[src/act_pkg.sv]
package act_pkg;

  // widths
  localparam int unsigned CNT_W = 16;
  localparam int unsigned BYTE_W = 8;
  localparam int unsigned ADDR_W = 8;
  localparam int unsigned DATA_W = 32;
  localparam int unsigned SEL_W = 3;

  // register byte addresses
  localparam logic [7:0] OFS_COUNT_LOW = 8'h00;
  localparam logic [7:0] OFS_COUNT_HIGH = 8'h04;
  localparam logic [7:0] OFS_MODE = 8'h08;
  localparam logic [7:0] OFS_IRQ_STATUS = 8'h0C;
  localparam logic [7:0] OFS_IRQ_CLEAR = 8'h10;
  localparam logic [7:0] OFS_IRQ_ENABLE = 8'h14;

  // counter_mode_reg field positions
  localparam int unsigned MODE_FLAG_BIT = 0;
  localparam int unsigned MODE_SEL_LSB = 1;
  localparam int unsigned MODE_IDLE_BIT = 7;
  // status, clear and enable share one layout
  localparam int unsigned IRQ_OVF_BIT = 0;

  // reset values
  localparam logic [CNT_W-1:0] RST_COUNT = 16'h0000;
  localparam logic [SEL_W-1:0] RST_SEL = 3'h0;
  localparam logic RST_IDLE = 1'b0;
  localparam logic RST_IRQ_EN = 1'b0;

  // timebase codes
  localparam logic [SEL_W-1:0] TB_DIV12 = 3'h0;
  localparam logic [SEL_W-1:0] TB_DIV4 = 3'h1;
  localparam logic [SEL_W-1:0] TB_T0_OVF = 3'h2;
  localparam logic [SEL_W-1:0] TB_EXT_FALL = 3'h3;
  localparam logic [SEL_W-1:0] TB_SYSCLK = 3'h4;
  localparam logic [SEL_W-1:0] TB_EXT_OSC8 = 3'h5;

  // prescaler divide ratios
  localparam int unsigned DIV_SLOW = 12;
  localparam int unsigned DIV_FAST = 4;

  // bus responses
  localparam logic [1:0] RESP_OKAY = 2'h0;
  localparam logic [1:0] RESP_SLVERR = 2'h2;

  typedef struct packed {
    logic idle_suspend;
    logic [SEL_W-1:0] timebase_select;
  } act_mode_t;

  typedef struct packed {
    logic [DATA_W-1:0] data;
    logic [1:0] resp;
  } act_rsp_t;

endpackage : act_pkg

[src/act_counter.sv]
// How it works
// - counter is 16 bits, held as separately addressed low and high bytes
// - reading low byte latches high byte; next high read returns that copy
// - reads never disturb counting
// - 3-bit timebase select: 000 clock/12, 001 clock/4
// - 010 timer0 overflow, 011 external falling edges, 100 clock, 11x none
// - 101 counts external oscillator/8 after synchronising it
// - wrap from all ones to zero sets the overflow flag
// - interrupt requested from the flag only while its enable is one
// - flag is not cleared by service; software writes it to zero
// - idle_suspend clear: counting continues during cpu idle
module act_counter (
  // clock and reset
  input wire logic I_CLK_SYS,
  input wire logic I_RST,
  // axi4-lite write address
  input wire logic [act_pkg::ADDR_W-1:0] I_AXI_AWADDR,
  input wire logic I_AXI_AWVALID,
  output logic O_AXI_AWREADY,
  // axi4-lite write data
  input wire logic [act_pkg::DATA_W-1:0] I_AXI_WDATA,
  input wire logic [3:0] I_AXI_WSTRB,
  input wire logic I_AXI_WVALID,
  output logic O_AXI_WREADY,
  // axi4-lite write response
  output logic [1:0] O_AXI_BRESP,
  output logic O_AXI_BVALID,
  input wire logic I_AXI_BREADY,
  // axi4-lite read address
  input wire logic [act_pkg::ADDR_W-1:0] I_AXI_ARADDR,
  input wire logic I_AXI_ARVALID,
  output logic O_AXI_ARREADY,
  // axi4-lite read data
  output logic [act_pkg::DATA_W-1:0] O_AXI_RDATA,
  output logic [1:0] O_AXI_RRESP,
  output logic O_AXI_RVALID,
  input wire logic I_AXI_RREADY,
  // count sources
  input wire logic I_EXT_COUNT,
  input wire logic I_EXT_OSC_DIV8,
  input wire logic I_T0_OVF,
  // cpu state
  input wire logic I_CPU_IDLE,
  // interrupt
  output logic O_IRQ
);

  function automatic logic known_addr(input logic [act_pkg::ADDR_W-1:0] a);
    known_addr = (a == act_pkg::OFS_COUNT_LOW) ||
      (a == act_pkg::OFS_COUNT_HIGH) || (a == act_pkg::OFS_MODE) ||
      (a == act_pkg::OFS_IRQ_STATUS) || (a == act_pkg::OFS_IRQ_CLEAR) ||
      (a == act_pkg::OFS_IRQ_ENABLE);
  endfunction : known_addr

  // write buffer and handshake state
  logic [act_pkg::ADDR_W-1:0] awaddr_reg;
  logic aw_full_reg;
  logic [act_pkg::BYTE_W-1:0] wbyte_reg;
  logic wlane_reg;
  logic w_full_reg;
  logic bvalid_reg;
  logic [1:0] bresp_reg;
  logic awready_reg;
  logic wready_reg;
  logic arready_reg;
  logic rvalid_reg;
  act_pkg::act_rsp_t rsp_reg;
  act_pkg::act_rsp_t rsp_next;

  // block state
  logic [act_pkg::CNT_W-1:0] count_reg;
  logic [act_pkg::CNT_W-1:0] count_next;
  logic [act_pkg::BYTE_W-1:0] snapshot_reg;
  act_pkg::act_mode_t mode_reg;
  logic flag_reg;
  logic irq_en_reg;
  logic irq_reg;
  logic tick;

  // handshakes
  wire aw_hs = I_AXI_AWVALID & awready_reg;
  wire w_hs = I_AXI_WVALID & wready_reg;
  wire ar_hs = I_AXI_ARVALID & arready_reg;
  wire do_wr = aw_full_reg & w_full_reg & ~bvalid_reg;
  wire aw_full_next = (aw_full_reg | aw_hs) & ~do_wr;
  wire w_full_next = (w_full_reg | w_hs) & ~do_wr;
  wire bvalid_next = (bvalid_reg & ~I_AXI_BREADY) | do_wr;
  wire rvalid_next = (rvalid_reg & ~I_AXI_RREADY) | ar_hs;

  // write decode; only the low byte lane carries data
  wire wr_en = do_wr & wlane_reg;
  wire wr_low = wr_en & (awaddr_reg == act_pkg::OFS_COUNT_LOW);
  wire wr_high = wr_en & (awaddr_reg == act_pkg::OFS_COUNT_HIGH);
  wire wr_mode = wr_en & (awaddr_reg == act_pkg::OFS_MODE);
  wire wr_clear = wr_en & (awaddr_reg == act_pkg::OFS_IRQ_CLEAR);
  wire wr_irq_en = wr_en & (awaddr_reg == act_pkg::OFS_IRQ_ENABLE);

  // read decode
  wire rd_low = ar_hs & (I_AXI_ARADDR == act_pkg::OFS_COUNT_LOW);

  // counting
  wire run = ~(mode_reg.idle_suspend & I_CPU_IDLE);
  wire step = tick & run;
  wire wrap = step & (count_reg == '1) & ~wr_low & ~wr_high;
  // a wrap in the clearing cycle keeps the flag set
  wire flag_clr = (wr_mode & ~wbyte_reg[act_pkg::MODE_FLAG_BIT]) |
    (wr_clear & wbyte_reg[act_pkg::IRQ_OVF_BIT]);
  wire flag_next = wrap | (flag_reg & ~flag_clr);
  wire irq_en_next = wr_irq_en ? wbyte_reg[act_pkg::IRQ_OVF_BIT] : irq_en_reg;
  wire irq_next = flag_next & irq_en_next;

  // register read values
  wire [7:0] mode_rd = {mode_reg.idle_suspend, 3'h0,
    mode_reg.timebase_select, flag_reg};
  wire [7:0] rd_byte =
    (I_AXI_ARADDR == act_pkg::OFS_COUNT_LOW) ? count_reg[7:0] :
    (I_AXI_ARADDR == act_pkg::OFS_COUNT_HIGH) ? snapshot_reg :
    (I_AXI_ARADDR == act_pkg::OFS_MODE) ? mode_rd :
    (I_AXI_ARADDR == act_pkg::OFS_IRQ_STATUS) ? {7'h00, flag_reg} :
    (I_AXI_ARADDR == act_pkg::OFS_IRQ_ENABLE) ? {7'h00, irq_en_reg} :
    8'h00;

  act_timebase u_timebase (
    .i_clk(I_CLK_SYS),
    .i_rst(I_RST),
    .i_sel(mode_reg.timebase_select),
    .i_ext_count(I_EXT_COUNT),
    .i_ext_osc_div8(I_EXT_OSC_DIV8),
    .i_t0_ovf(I_T0_OVF),
    .o_tick(tick)
  );

  always_comb
  begin
    count_next = step ? count_reg + 16'h0001 : count_reg;
    if (wr_low)
    begin
      count_next[7:0] = wbyte_reg;
    end
    if (wr_high)
    begin
      count_next[15:8] = wbyte_reg;
    end
    rsp_next = rsp_reg;
    if (ar_hs)
    begin
      rsp_next.data = {24'h000000, rd_byte};
      rsp_next.resp = known_addr(I_AXI_ARADDR) ? act_pkg::RESP_OKAY
        : act_pkg::RESP_SLVERR;
    end
  end

  // bus handshake state
  always_ff @(posedge I_CLK_SYS)
  begin
    if (I_RST)
    begin
      aw_full_reg <= 1'b0;
      w_full_reg <= 1'b0;
      awaddr_reg <= 8'h00;
      wbyte_reg <= 8'h00;
      wlane_reg <= 1'b0;
      awready_reg <= 1'b0;
      wready_reg <= 1'b0;
      bvalid_reg <= 1'b0;
      bresp_reg <= act_pkg::RESP_OKAY;
      arready_reg <= 1'b0;
      rvalid_reg <= 1'b0;
      rsp_reg <= '0;
    end
    else
    begin
      aw_full_reg <= aw_full_next;
      w_full_reg <= w_full_next;
      if (aw_hs)
      begin
        awaddr_reg <= I_AXI_AWADDR;
      end
      if (w_hs)
      begin
        wbyte_reg <= I_AXI_WDATA[7:0];
        wlane_reg <= I_AXI_WSTRB[0];
      end
      awready_reg <= ~aw_full_next;
      wready_reg <= ~w_full_next;
      bvalid_reg <= bvalid_next;
      if (do_wr)
      begin
        bresp_reg <= known_addr(awaddr_reg) ? act_pkg::RESP_OKAY
          : act_pkg::RESP_SLVERR;
      end
      arready_reg <= ~rvalid_next;
      rvalid_reg <= rvalid_next;
      rsp_reg <= rsp_next;
    end
  end

  // counter, snapshot, mode and interrupt state
  always_ff @(posedge I_CLK_SYS)
  begin
    if (I_RST)
    begin
      count_reg <= act_pkg::RST_COUNT;
      snapshot_reg <= 8'h00;
      mode_reg.idle_suspend <= act_pkg::RST_IDLE;
      mode_reg.timebase_select <= act_pkg::RST_SEL;
      flag_reg <= 1'b0;
      irq_en_reg <= act_pkg::RST_IRQ_EN;
      irq_reg <= 1'b0;
    end
    else
    begin
      count_reg <= count_next;
      if (rd_low)
      begin
        snapshot_reg <= count_reg[15:8];
      end
      if (wr_mode)
      begin
        mode_reg.idle_suspend <= wbyte_reg[act_pkg::MODE_IDLE_BIT];
        mode_reg.timebase_select <=
          wbyte_reg[act_pkg::MODE_SEL_LSB +: act_pkg::SEL_W];
      end
      flag_reg <= flag_next;
      irq_en_reg <= irq_en_next;
      irq_reg <= irq_next;
    end
  end

  assign O_AXI_AWREADY = awready_reg;
  assign O_AXI_WREADY = wready_reg;
  assign O_AXI_BVALID = bvalid_reg;
  assign O_AXI_BRESP = bresp_reg;
  assign O_AXI_ARREADY = arready_reg;
  assign O_AXI_RVALID = rvalid_reg;
  assign O_AXI_RDATA = rsp_reg.data;
  assign O_AXI_RRESP = rsp_reg.resp;
  assign O_IRQ = irq_reg;

endmodule : act_counter

[src/act_timebase.sv]
module act_timebase (
  // clock and reset
  input wire logic i_clk,
  input wire logic i_rst,
  // selection and sources
  input wire logic [act_pkg::SEL_W-1:0] i_sel,
  input wire logic i_ext_count,
  input wire logic i_ext_osc_div8,
  input wire logic i_t0_ovf,
  // one-cycle increment enable
  output logic o_tick
);

  logic eci_meta_reg;
  logic eci_sync_reg;
  logic eci_prev_reg;
  logic osc_meta_reg;
  logic osc_sync_reg;
  logic osc_prev_reg;
  logic [3:0] div_slow_reg;
  logic [1:0] div_fast_reg;
  logic tick_next;

  wire slow_end = (div_slow_reg == 4'(act_pkg::DIV_SLOW - 1));
  wire fast_end = (div_fast_reg == 2'(act_pkg::DIV_FAST - 1));
  // falling edge only; pin must stay under a quarter of the clock rate
  wire eci_fall = eci_prev_reg & ~eci_sync_reg;
  // divided oscillator counted on its rising edge after sync
  wire osc_rise = osc_sync_reg & ~osc_prev_reg;

  always_comb
  begin
    unique case (i_sel)
      act_pkg::TB_DIV12: tick_next = slow_end;
      act_pkg::TB_DIV4: tick_next = fast_end;
      act_pkg::TB_T0_OVF: tick_next = i_t0_ovf;
      act_pkg::TB_EXT_FALL: tick_next = eci_fall;
      act_pkg::TB_SYSCLK: tick_next = 1'b1;
      act_pkg::TB_EXT_OSC8: tick_next = osc_rise;
      default: tick_next = 1'b0;
    endcase
  end

  always_ff @(posedge i_clk)
  begin
    if (i_rst)
    begin
      eci_meta_reg <= 1'b1;
      eci_sync_reg <= 1'b1;
      eci_prev_reg <= 1'b1;
      osc_meta_reg <= 1'b0;
      osc_sync_reg <= 1'b0;
      osc_prev_reg <= 1'b0;
      div_slow_reg <= 4'h0;
      div_fast_reg <= 2'h0;
      o_tick <= 1'b0;
    end
    else
    begin
      eci_meta_reg <= i_ext_count;
      eci_sync_reg <= eci_meta_reg;
      eci_prev_reg <= eci_sync_reg;
      osc_meta_reg <= i_ext_osc_div8;
      osc_sync_reg <= osc_meta_reg;
      osc_prev_reg <= osc_sync_reg;
      div_slow_reg <= slow_end ? 4'h0 : div_slow_reg + 4'h1;
      div_fast_reg <= fast_end ? 2'h0 : div_fast_reg + 2'h1;
      o_tick <= tick_next;
    end
  end

endmodule : act_timebase

[config.mk]
export PLATFORM = sky130hd
export DESIGN_NAME = act_counter
export DESIGN_NICKNAME = d
export VERILOG_FILES = /design/src/act_pkg.sv /design/src/act_counter.sv /design/src/act_timebase.sv
export SDC_FILE = /design/constraint.sdc
export NUM_CORES = 1
export LEC_CHECK = 0
export BUFFER_PORTS_ARGS = -buffer_cell sky130_fd_sc_hd__buf_2
export CAP_MARGIN = 20
export CORE_MARGIN = 1
export CORE_UTILIZATION = 30
export DETAILED_ROUTE_END_ITERATION = 12
export HOLD_SLACK_MARGIN = 0.1
export SLEW_MARGIN = 30
export SYNTH_ARGS = -nofsm -noshare
export SYNTH_HDL_FRONTEND = slang
export SYNTH_SLANG_ARGS = --single-unit
export TNS_END_PERCENT = 10
[constraint.sdc]
create_clock -name I_CLK_SYS -period 2.2 [get_ports I_CLK_SYS]
set_input_delay 0.44 -clock I_CLK_SYS [delete_from_list [all_inputs] [get_ports I_CLK_SYS]]
set_output_delay 0.44 -clock I_CLK_SYS [all_outputs]
set_load 0.01 [all_outputs]
==> results_dict.tcl, run 1 <==
set metrics [dict create \
    result_of_the_run "complete, but fails checks" \
    violations_in_the_final_reports "design-rule violations" \
    die_height_um 111 \
    number_of_antenna_diodes 0 \
    yosys.area.top_type_share 0.434 \
    synthToLayoutAreaGrowth_pct 17.1 \
    met2_usage 0.226 \
    final_core_utilization 0.364 \
    avgSynthCellArea_um2 8.32 \
    synth_fa_ha_area_frac 0.0104 \
    hold_viol 0 \
    timing_max_transition_violations_final 0 \
    drt_drc_violations_left 9 \
    largest_family_of_logic_cells_by_synthesized_area "simple AND/OR/NAND/NOR gates" \
    tightestPinTransition_ns 0.504 \
    final_stage_net_count 548 \
    numClockSinks 78 \
    largest_delay_contributor_family_on_the_critical_path "simple AND/OR/NAND/NOR gates" \
    netlist_instances 432 \
    design.die.area_um2 12400 \
    number_of_global_route_vias_before_repair 2999 \
    cp.buffers_inverters 2 \
    synth_area_um2 3590 \
    grt_first_pass_wirelength_um 14800 \
    timing.critical_path.to_type "flip-flop" \
    grt-busiest-layer "met2" \
    crit_fanout 7 \
    slowest_delay_ns 0.55 \
    place_inst 614 \
    power_leakage_nw 1.57 \
    post_synth_mux_area_share 0.0345 \
    cts.repair.resized 0 \
    synthXorXnorAreaFrac 0.0146 \
    final_cell_count_no_fill 630 \
    setup_viol 0 \
    drt-wirelength-per-cell_um 14.0 \
    grt_antenna_before_repair 0 \
    critPathLaunchType "flip-flop" \
    drt-pass1-iter-count 11 \
    synth_compound_gate_area_share 0.171 \
    grt_setup_unrepaired "no" \
    netlist_top_cells_area "dfxtp_1 43%, a21oi_1 5.7%, buf_4 5.4%, nand2_1 5.4%, nor2_1 3.7%" \
    ios 105 \
    finClkSkew_ns 0.00583 \
    grt_use_met3 0.0495 \
    global_route.usage.total 0.150 \
    yosys_warnings 0 \
    place.port_buffers 51 \
    drt_iter0_markers 226 \
    cts_hold_buffers 0 \
    worstHoldPathType "input port to flip-flop" \
    slew_headroom 0.659 \
    die_x_um 111 \
    vias 3223 \
    use_met1 0.200 \
    netlist.top_cell.by_area "dfxtp_1" \
    gpl.final_weighted_congestion 0.794 \
    finalCritPeriodShare 0.840 \
    clk_pin_slew_ns 0.06 \
    critical_path_class "flip-flop to flip-flop" \
    tritoncts "done" \
    crit_path_top_delay_cell "or4_1" \
    post_synth_most_frequent_cells "78 x dfxtp_1, 52 x nand2_1, 41 x a21oi_1" \
    power.ir.vdd_worst_uv 500 \
    max-cap-violations 0 \
    largest_reg_flops 16 \
    ys_async_sr_fraction 0 \
    fin_crit_ns 1.85 \
    count_of_flip_flops_with_a_built_in_enable_after_synthesis 0 \
    clockBufferDepth 2 \
    layout_cell_share_with_drive_strength_beyond_1 0.177 \
    synth_most_common_cell "dfxtp_1" \
    dp_hpwl_um 6460 \
    yosys_register_bits 78 \
    cp_cell_sequence "inv_2 -> or4_1 -> buf_4 -> or3_1 -> a31oi_1" \
    drt.antenna.violating_nets 0 \
    worst-endpoint-required_ns 2.46 \
    number_of_h_tree_levels 3 \
    ys_seq_area_frac 0.434 \
    max_clock_freq_mhz 541 \
    floorplan.initialDensity 0.311 \
    core.rowCount 39 \
    post_synth_and_or_nand_nor_area_fraction 0.245 \
    root_buffer_master "clkbuf_16" \
    core-area_um2 11600 \
    grt_remaining_overflow 0 \
    cts_post_setup_buffers_inserted 0 \
    yosys.cell_types.count 47 \
    wl_um 8840 \
    timing.setup.tns_ns 0 \
    clkLatencyLatePin_ns 0.34 \
    cts_inserted_buffers 9 \
    synthFlopType "dfxtp_1" \
    largest_net_degree_at_the_start_of_global_routing 23 \
    critPathArrivalTime_ns 2.11 \
    pwr_density_cell_nw_per_um2 756 \
    post_drt_via_cell_ratio 5.12 \
]
==> cell families after synthesis <==
family | count (synthesis)
AO/OA/AOI/OAI | 100
XOR/XNOR | 6
adder cells (fa/ha/maj) | 3
buffers and inverters | 59
flip-flops | 78
multiplexers | 12
other | 1
AND/OR/NAND/NOR | 173
==> worst register-to-register path: cells and delay by family, from the launching register on <==
family                 cells  cell delay (ns)
and+or+nand+nor            2             0.85
DFF                        1             0.46
buffers and inverters      2             0.29
AOI/OAI and AO/OA          1             0.17
==> worst paths after layout <==
| check | from | end | slack (ns) | cells after the start |
|---|---|---|---|---|
| min | I_EXT_COUNT | u_timebase.eci_meta_reg$_SDFF_PP1_ | 0.28 | 2 |
| min reg2reg | u_timebase.eci_meta_reg$_SDFF_PP1_ | u_timebase.eci_sync_reg$_SDFF_PP1_ | 0.41 | 1 |
| max | count_reg[2]$_SDFFE_PP0P_ | count_reg[9]$_SDFFE_PP0P_ | 0.35 | 5 |
| max reg2reg | count_reg[2]$_SDFFE_PP0P_ | count_reg[9]$_SDFFE_PP0P_ | 0.35 | 5 |
==> power breakdown <==
part	switching (mW)	internal, mW	total [mW]
sequential	0.0382	1.45	1.49
combinational	0.152	0.0859	0.238
clock	0.571	0.880	1.45
total	0.761	2.42	3.18
==> routing by layer <==
| layer | up-vias | share of wire | wire length (um) |
|---|---|---|---|
| met3 | 7 | 0.061 | 542 |
| li1 | 1600 | - | - |
| met2 | 107 | 0.45 | 3970 |
| met4 | 0 | 0.0094 | 83 |
| met1 | 1509 | 0.48 | 4250 |
| met5 | - | 0 | 0 |
==> stage by stage <==
step | cell area, um^2 | total power [mW] | setup slack, ns | hold slack (ns)
final | 4210 | 3.18 | 0.351 | 0.283
after global routing | 4210 | 3.32 | 0.200 | 0.268
after global placement | 3920 | 1.75 | 0.182 | 0.394
after detailed placement | 3920 | 1.76 | 0.167 | 0.397
after floorplan | 3690 | 1.71 | 0.252 | 0.389
after CTS | 4210 | 3.23 | 0.355 | 0.272
==> cells in the final DEF (no fill, tap or decap), types with 12 or more instances in the layout <==
master   synthesis  layout
dfxtp_1         78      78
nand2_1         52      52
buf_2            1      51
a21oi_1         41      41
nor2_1          35      35
conb_1           1      26
nand3_1         21      21
o21ai_0         19      19
inv_1           12      12
==> final cells by class <==
cell class              instances  area, um^2
fillers                      1198        7350
multi-input cells             320        1810
flip-flops and latches         78        1560
repair buffers                 60         323
clock buffers                  11         233
well taps                     143         179
clock inverters                 5        60.1
inverters                      13        48.8
Note: power is estimated with default switching activity, not from simulation.
==> inputs of run 2 (changes only) <==
ABC_AREA = 1   (was not set)
clock period = 1.8 ns   (was 2.2 ns; I/O delays follow)
==> run 2 against run 1 <==
The flow now finishes without violations. Via count up 11%. Register-to-register slack worse by 0.04 ns. First-iteration DRC count down 22%. Cell count up 23%. Critical endpoint is now flag_reg$_SDFF_PP0_. Largest cell class unchanged.
==> results_dict.tcl, run 2 <==
set metrics [dict create \
    result_of_the_run "completed" \
    die_height_um 115 \
    timing.setup.tns_ns 0 \
    final_common_cell "nand2_1" \
    ys_seq_area_frac 0.408 \
    drt-pass1-iter-count 6 \
    worstHoldPathType "input port to flip-flop" \
    clock_power_share 0.493 \
    timing.reg2reg.setup_slack_ns 0.31 \
    hold_start "I_EXT_COUNT" \
    switching_share 0.226 \
    drt-wirelength-per-cell_um 11.7 \
    yosys.cell_types.count 35 \
    pre_cts_slack_ns 0.321 \
    netlist.top_cell.by_area "dfxtp_1" \
    power_leakage_nw 1.88 \
    cts_hold_buffers 0 \
    number_of_global_route_vias_before_repair 3364 \
    grt_first_pass_wirelength_um 15300 \
    grt_remaining_overflow 0 \
    crit_fanout 4 \
    wl_um 9080 \
    dp_hpwl_um 6860 \
    power.internal_mw 3.29 \
    stdcell_area_um2 4540 \
    filler_cell_count 1299 \
    design.die.area_um2 13200 \
    synth_area_um2 3830 \
    seqCellArea_um2 1560 \
    setup_slack_ns 0.307 \
    final_cell_count_no_fill 773 \
    worst_hold_path.num_cells 2 \
    timing.reg2reg.worst_path_depth 7 \
    finClkSkew_ns 0.00811 \
    hold_viol 0 \
    die_x_um 115 \
    global_route.usage.total 0.146 \
    post_synth_most_frequent_cells "90 x nand2_1, 78 x dfxtp_1, 78 x nor2_1" \
    final_core_utilization 0.372 \
    mostFrequentLayoutCells "90 x nand2_1, 78 x dfxtp_1, 78 x nor2_1" \
    largest_reg_flops 16 \
    post_drt_via_cell_ratio 4.61 \
    max-cap-violations 0 \
    pwr-share-comb 0.076 \
    number_of_h_tree_levels 3 \
    grt_antenna_before_repair 0 \
    rr_startpoint "count_reg[0]$_SDFFE_PP0P_" \
    largest_net_degree_at_the_start_of_global_routing 43 \
    clockBufferDepth 2 \
    netlist_instances 545 \
    clkLatencyLatePin_ns 0.33 \
    ios 105 \
    multi_input_area_um2 1890 \
    max_clock_freq_mhz 670 \
    grt_setup_unrepaired "no" \
    worst-endpoint-required_ns 2.06 \
    min_to "u_timebase.eci_meta_reg$_SDFF_PP1_" \
    core-area_um2 12200 \
    power.ir.vdd_worst_uv 541 \
    synth_most_common_cell "nand2_1" \
    synthToLayoutAreaGrowth_pct 18.5 \
    tritoncts "done" \
    worst_setup_path_startpoint "count_reg[0]$_SDFFE_PP0P_" \
    cts_inserted_buffers 9 \
    p_switching_uw 961 \
    fin_crit_ns 1.49 \
    timing_max_transition_violations_final 0 \
    root_buffer_master "clkbuf_16" \
    clk_pin_slew_ns 0.06 \
    setup_viol 0 \
    yosys.area.top_type_share 0.408 \
    yosys_register_bits 78 \
    place.port_buffers 51 \
    cts_post_setup_buffers_inserted 0 \
    avgSynthCellArea_um2 7.02 \
    synthFlopType "dfxtp_1" \
    finalCritPeriodShare 0.829 \
    count_of_flip_flops_with_a_built_in_enable_after_synthesis 0 \
    yosys_warnings 0 \
    critical_path_class "flip-flop to flip-flop" \
    cts.repair.resized 0 \
    drt_iter0_markers 177 \
    critPathLaunchType "flip-flop" \
    netlist_top_cells_area "dfxtp_1 41%, nand2_1 8.8%, nor2_1 7.6%, nand3_1 6.7%, a21oi_1 5.8%" \
    pwr_density_cell_nw_per_um2 937 \
    drt_drc_violations_left 0 \
    layout_cell_share_with_drive_strength_beyond_1 0.167 \
    place_area_um2 4190 \
    report.power.total_mw 4.25 \
    core.rowCount 40 \
    drt.antenna.violating_nets 0 \
    ys_async_sr_fraction 0 \
    floorplan.initialDensity 0.313 \
    timing.critical_path.to_type "flip-flop" \
    numClockSinks 78 \
    crit-reg2reg-capture "flag_reg$_SDFF_PP0_" \
    vias 3564 \
    number_of_antenna_diodes 0 \
    place_inst 758 \
    critPathArrivalTime_ns 1.76 \
    power.sequential.fraction 0.431 \
    final_stage_net_count 667 \
    gpl.final_weighted_congestion 0.830 \
    finalHoldWorstSlack_ns 0.216 \
]
==> run 2: changes by cell type after synthesis, sizes merged, moves of 7 or more <==
cell / previous run / this run
o31ai: 8 / 1
nor4: 9 / 0
mux2i: 9 / 0
nand2: 52 / 97
nor2: 35 / 90
inv: 13 / 56
o21ai: 19 / 44
o41ai: 7 / 0
or3: 9 / 0
nand3: 21 / 53
clkbuf: 19 / 9
==> run 2: worst max path at each step <==
stage,slack [ns],cells after the start,endpoint
floorplan,0.53,7,flag_reg$_SDFF_PP0_
global placement,0.35,8,O_AXI_RDATA[2]$_SDFFE_PP0P_
detailed placement,0.32,8,O_AXI_RDATA[2]$_SDFFE_PP0P_
CTS,0.31,7,O_IRQ$_SDFF_PP0_
global route,0.17,7,O_IRQ$_SDFF_PP0_
finish,0.31,7,flag_reg$_SDFF_PP0_
==> run 2: layer usage <==
layer	wire length, um	vias to the layer above	global-route usage
li1	-	1840	-
met1	4300	1601	0.187
met2	4080	113	0.244
met3	601	10	0.0411
met4	104	0	0.0338
met5	0	-	0
==> run 2: layout make-up <==
type,count,share of cell area
Sequential cell,78,0.344
Multi-Input combinational cell,396,0.416
Clock buffer,10,0.0527
Timing Repair Buffer,59,0.0695
Tap cell,168,0.0463
Clock inverter,5,0.0234
Inverter,57,0.0474
==> run 2: power groups by stage <==
stage	logic (mW)	clock network, mW	registers (mW)
after floorplan	0.259	0	1.86
after global placement	0.318	0	1.87
after detailed placement	0.326	0	1.87
after CTS	0.327	2.12	1.83
after global routing	0.373	2.20	1.84
final	0.324	2.09	1.83
==> run 2: logic make-up (layout without fill, tap and decap cells) <==
kind of cell | count (synthesis) | count (layout) | share of synthesized area
simple gates | 262 | 262 | 0.309
compound gates | 97 | 97 | 0.131
buf+inv | 96 | 131 | 0.123
flops | 78 | 78 | 0.408
xor+xnor | 8 | 8 | 0.0183
fa+ha+maj | 3 | 3 | 0.00981
other cells | 1 | 26 | 0.000980
==> run 2: worst max-delay path, cell delays in order, from the launching register on <==
cell,delay (ns)
dfxtp_1,0.41
ha_1,0.21
inv_1,0.07
nor2_2,0.21
nand2_2,0.09
nor3_2,0.16
nand3_1,0.12
a21oi_1,0.15
==> inputs of run 3 (changes only) <==
clock period = 1.4 ns   (was 1.8 ns; I/O delays follow)
==> run 3 against run 2 <==
Sequential power is 30% higher. Clock power is 20% higher. Wire length rose by 3.0%. Cell count is 3.1% higher. Register-to-register slack lost 0.24 ns.
==> results_dict.tcl, run 3 (synthesized netlist as in run 2, its figures left out) <==
set metrics [dict create \
    cts_hold_buffers 0 \
    design.die.area_um2 13200 \
    multi_input_area_um2 1990 \
    drt_iter0_markers 167 \
    largest_delay_contributor_family_on_the_critical_path "simple AND/OR/NAND/NOR gates" \
    numClockSinks 78 \
    power.ir.vdd_worst_uv 787 \
    power.sequential.fraction 0.442 \
    die_x_um 115 \
    result_of_the_run "completed" \
    ios 105 \
    final_stage_net_count 690 \
    finClkSkew_ns 0.00688 \
    hold_viol 0 \
    layout_cell_share_with_drive_strength_beyond_1 0.245 \
    filler_cell_count 1278 \
    clock_power_share 0.469 \
    critPathLaunchType "flip-flop" \
    power_leakage_nw 2.02 \
    place_area_um2 4340 \
    dp_hpwl_um 7100 \
    drt-wirelength-per-cell_um 11.7 \
    gpl.final_weighted_congestion 0.794 \
    drt-pass1-iter-count 4 \
    crit_fanout 5 \
    final_cell_count_no_fill 797 \
    cp.buffers_inverters 2 \
    worst-endpoint-required_ns 1.66 \
    crit_path_top_delay_cell "dfxtp_1" \
    synthToLayoutAreaGrowth_pct 26.0 \
    grt_antenna_before_repair 0 \
    timing.critical_path.mode_cell "nor2_4" \
    grt_first_pass_wirelength_um 15700 \
    pre_cts_slack_ns 0.0369 \
    finalCritPeriodShare 0.955 \
    max_clock_freq_mhz 748 \
    fin_crit_ns 1.34 \
    drt.antenna.violating_nets 0 \
    p_switching_mw 1.26 \
    core.rowCount 40 \
    number_of_antenna_diodes 0 \
    clk_pin_slew_ns 0.06 \
    die_height_um 115 \
    drt_drc_violations_left 0 \
    worstHoldPathType "input port to flip-flop" \
    power.internal_mw 4.09 \
    cp_cell_sequence "nor2_4 -> nand3_4 -> nor2_4 -> buf_4 -> nand3_1 -> nand2_1 -> inv_1 -> a21oi_1" \
    final_core_utilization 0.395 \
    floorplan.initialDensity 0.313 \
    grt_remaining_overflow 0 \
    wl_um 9360 \
    clockBufferDepth 2 \
    pwr_density_cell_nw_per_um2 1110 \
    stdcell_area_um2 4820 \
    setup_viol 0 \
    switching_share 0.236 \
    grt_setup_unrepaired "yes" \
    tritoncts "done" \
    core-area_um2 12200 \
    cts_inserted_buffers 9 \
    max-cap-violations 0 \
    seqCellArea_um2 1580 \
    pwr-share-comb 0.089 \
    timing.critical_path.to_type "flip-flop" \
    largest_net_degree_at_the_start_of_global_routing 43 \
    place_inst 776 \
    setup_slack_ns 0.0637 \
    critPathArrivalTime_ns 1.60 \
    final_common_cell "nand2_1" \
    number_of_h_tree_levels 3 \
    timing_max_transition_violations_final 0 \
    finalHoldWorstSlack_ns 0.131 \
    mostFrequentLayoutCells "87 x nand2_1, 74 x nor2_1, 67 x dfxtp_1" \
    post_drt_via_cell_ratio 4.52 \
    number_of_global_route_vias_before_repair 3385 \
    global_route.usage.total 0.148 \
    critical_path_class "flip-flop to flip-flop" \
    root_buffer_master "clkbuf_16" \
    slowest_delay_ns 0.33 \
    largest_reg_flops 16 \
    clkLatencyLatePin_ns 0.33 \
    place.port_buffers 51 \
    vias 3606 \
]
## run 3: final timing paths
| path | start | end | slack (ns) | depth (start not counted) |
|---|---|---|---|---|
| min | I_EXT_COUNT | u_timebase.eci_meta_reg$_SDFF_PP1_ | 0.13 | 2 |
| min reg2reg | u_timebase.osc_meta_reg$_SDFF_PP0_ | u_timebase.osc_sync_reg$_SDFF_PP0_ | 0.40 | 2 |
| max reg2reg | awaddr_reg[6]$_SDFFE_PP0P_ | count_reg[13]$_SDFFE_PP0P_ | 0.06 | 8 |
| max | awaddr_reg[6]$_SDFFE_PP0P_ | count_reg[13]$_SDFFE_PP0P_ | 0.06 | 8 |
## run 3: worst register-to-register path: stages, from the launching register on
cell	delay [ns]
dfxtp_1	0.33
nor2_4	0.17
nand3_4	0.11
nor2_4	0.21
buf_4	0.15
nand3_1	0.07
nand2_1	0.08
inv_1	0.04
a21oi_1	0.11
## run 3: cell type report
| class | instances | area share |
|---|---|---|
| timing repair buffer | 82 | 0.105 |
| clock buffer | 11 | 0.0504 |
| multi-input combinational | 396 | 0.413 |
| inverter | 57 | 0.0446 |
| clock inverter | 5 | 0.0169 |
| tap | 168 | 0.0436 |
| sequential | 78 | 0.327 |
## run 3: layer usage
metal  track usage  up-vias  share of wire
met5             0        -              0
li1              -     1881              -
met4        0.0234        0         0.0063
met2         0.250       85           0.46
met3        0.0327        6          0.046
met1         0.196     1634           0.48
## run 3: power groups by stage
stage	clock, mW	combinational (mW)	sequential, mW
final	2.51	0.476	2.37
after global routing	2.65	0.541	2.38
after CTS	2.56	0.442	2.35
after detailed placement	0	0.440	2.40
after global placement	0	0.428	2.40
after floorplan	0	0.333	2.39
## run 3: stage by stage
step                power (mW)  setup TNS [ns]
floorplan                 2.72               0
global placement          2.83               0
detailed placement        2.84               0
CTS                       5.35               0
global route              5.56          -0.159
finish                    5.35               0
## run 3: what timing repair did
item                       4_1_cts  5_1_grt
gates resized for setup          0       46
setup endpoints to repair        0       20
buffers inserted                 0        5
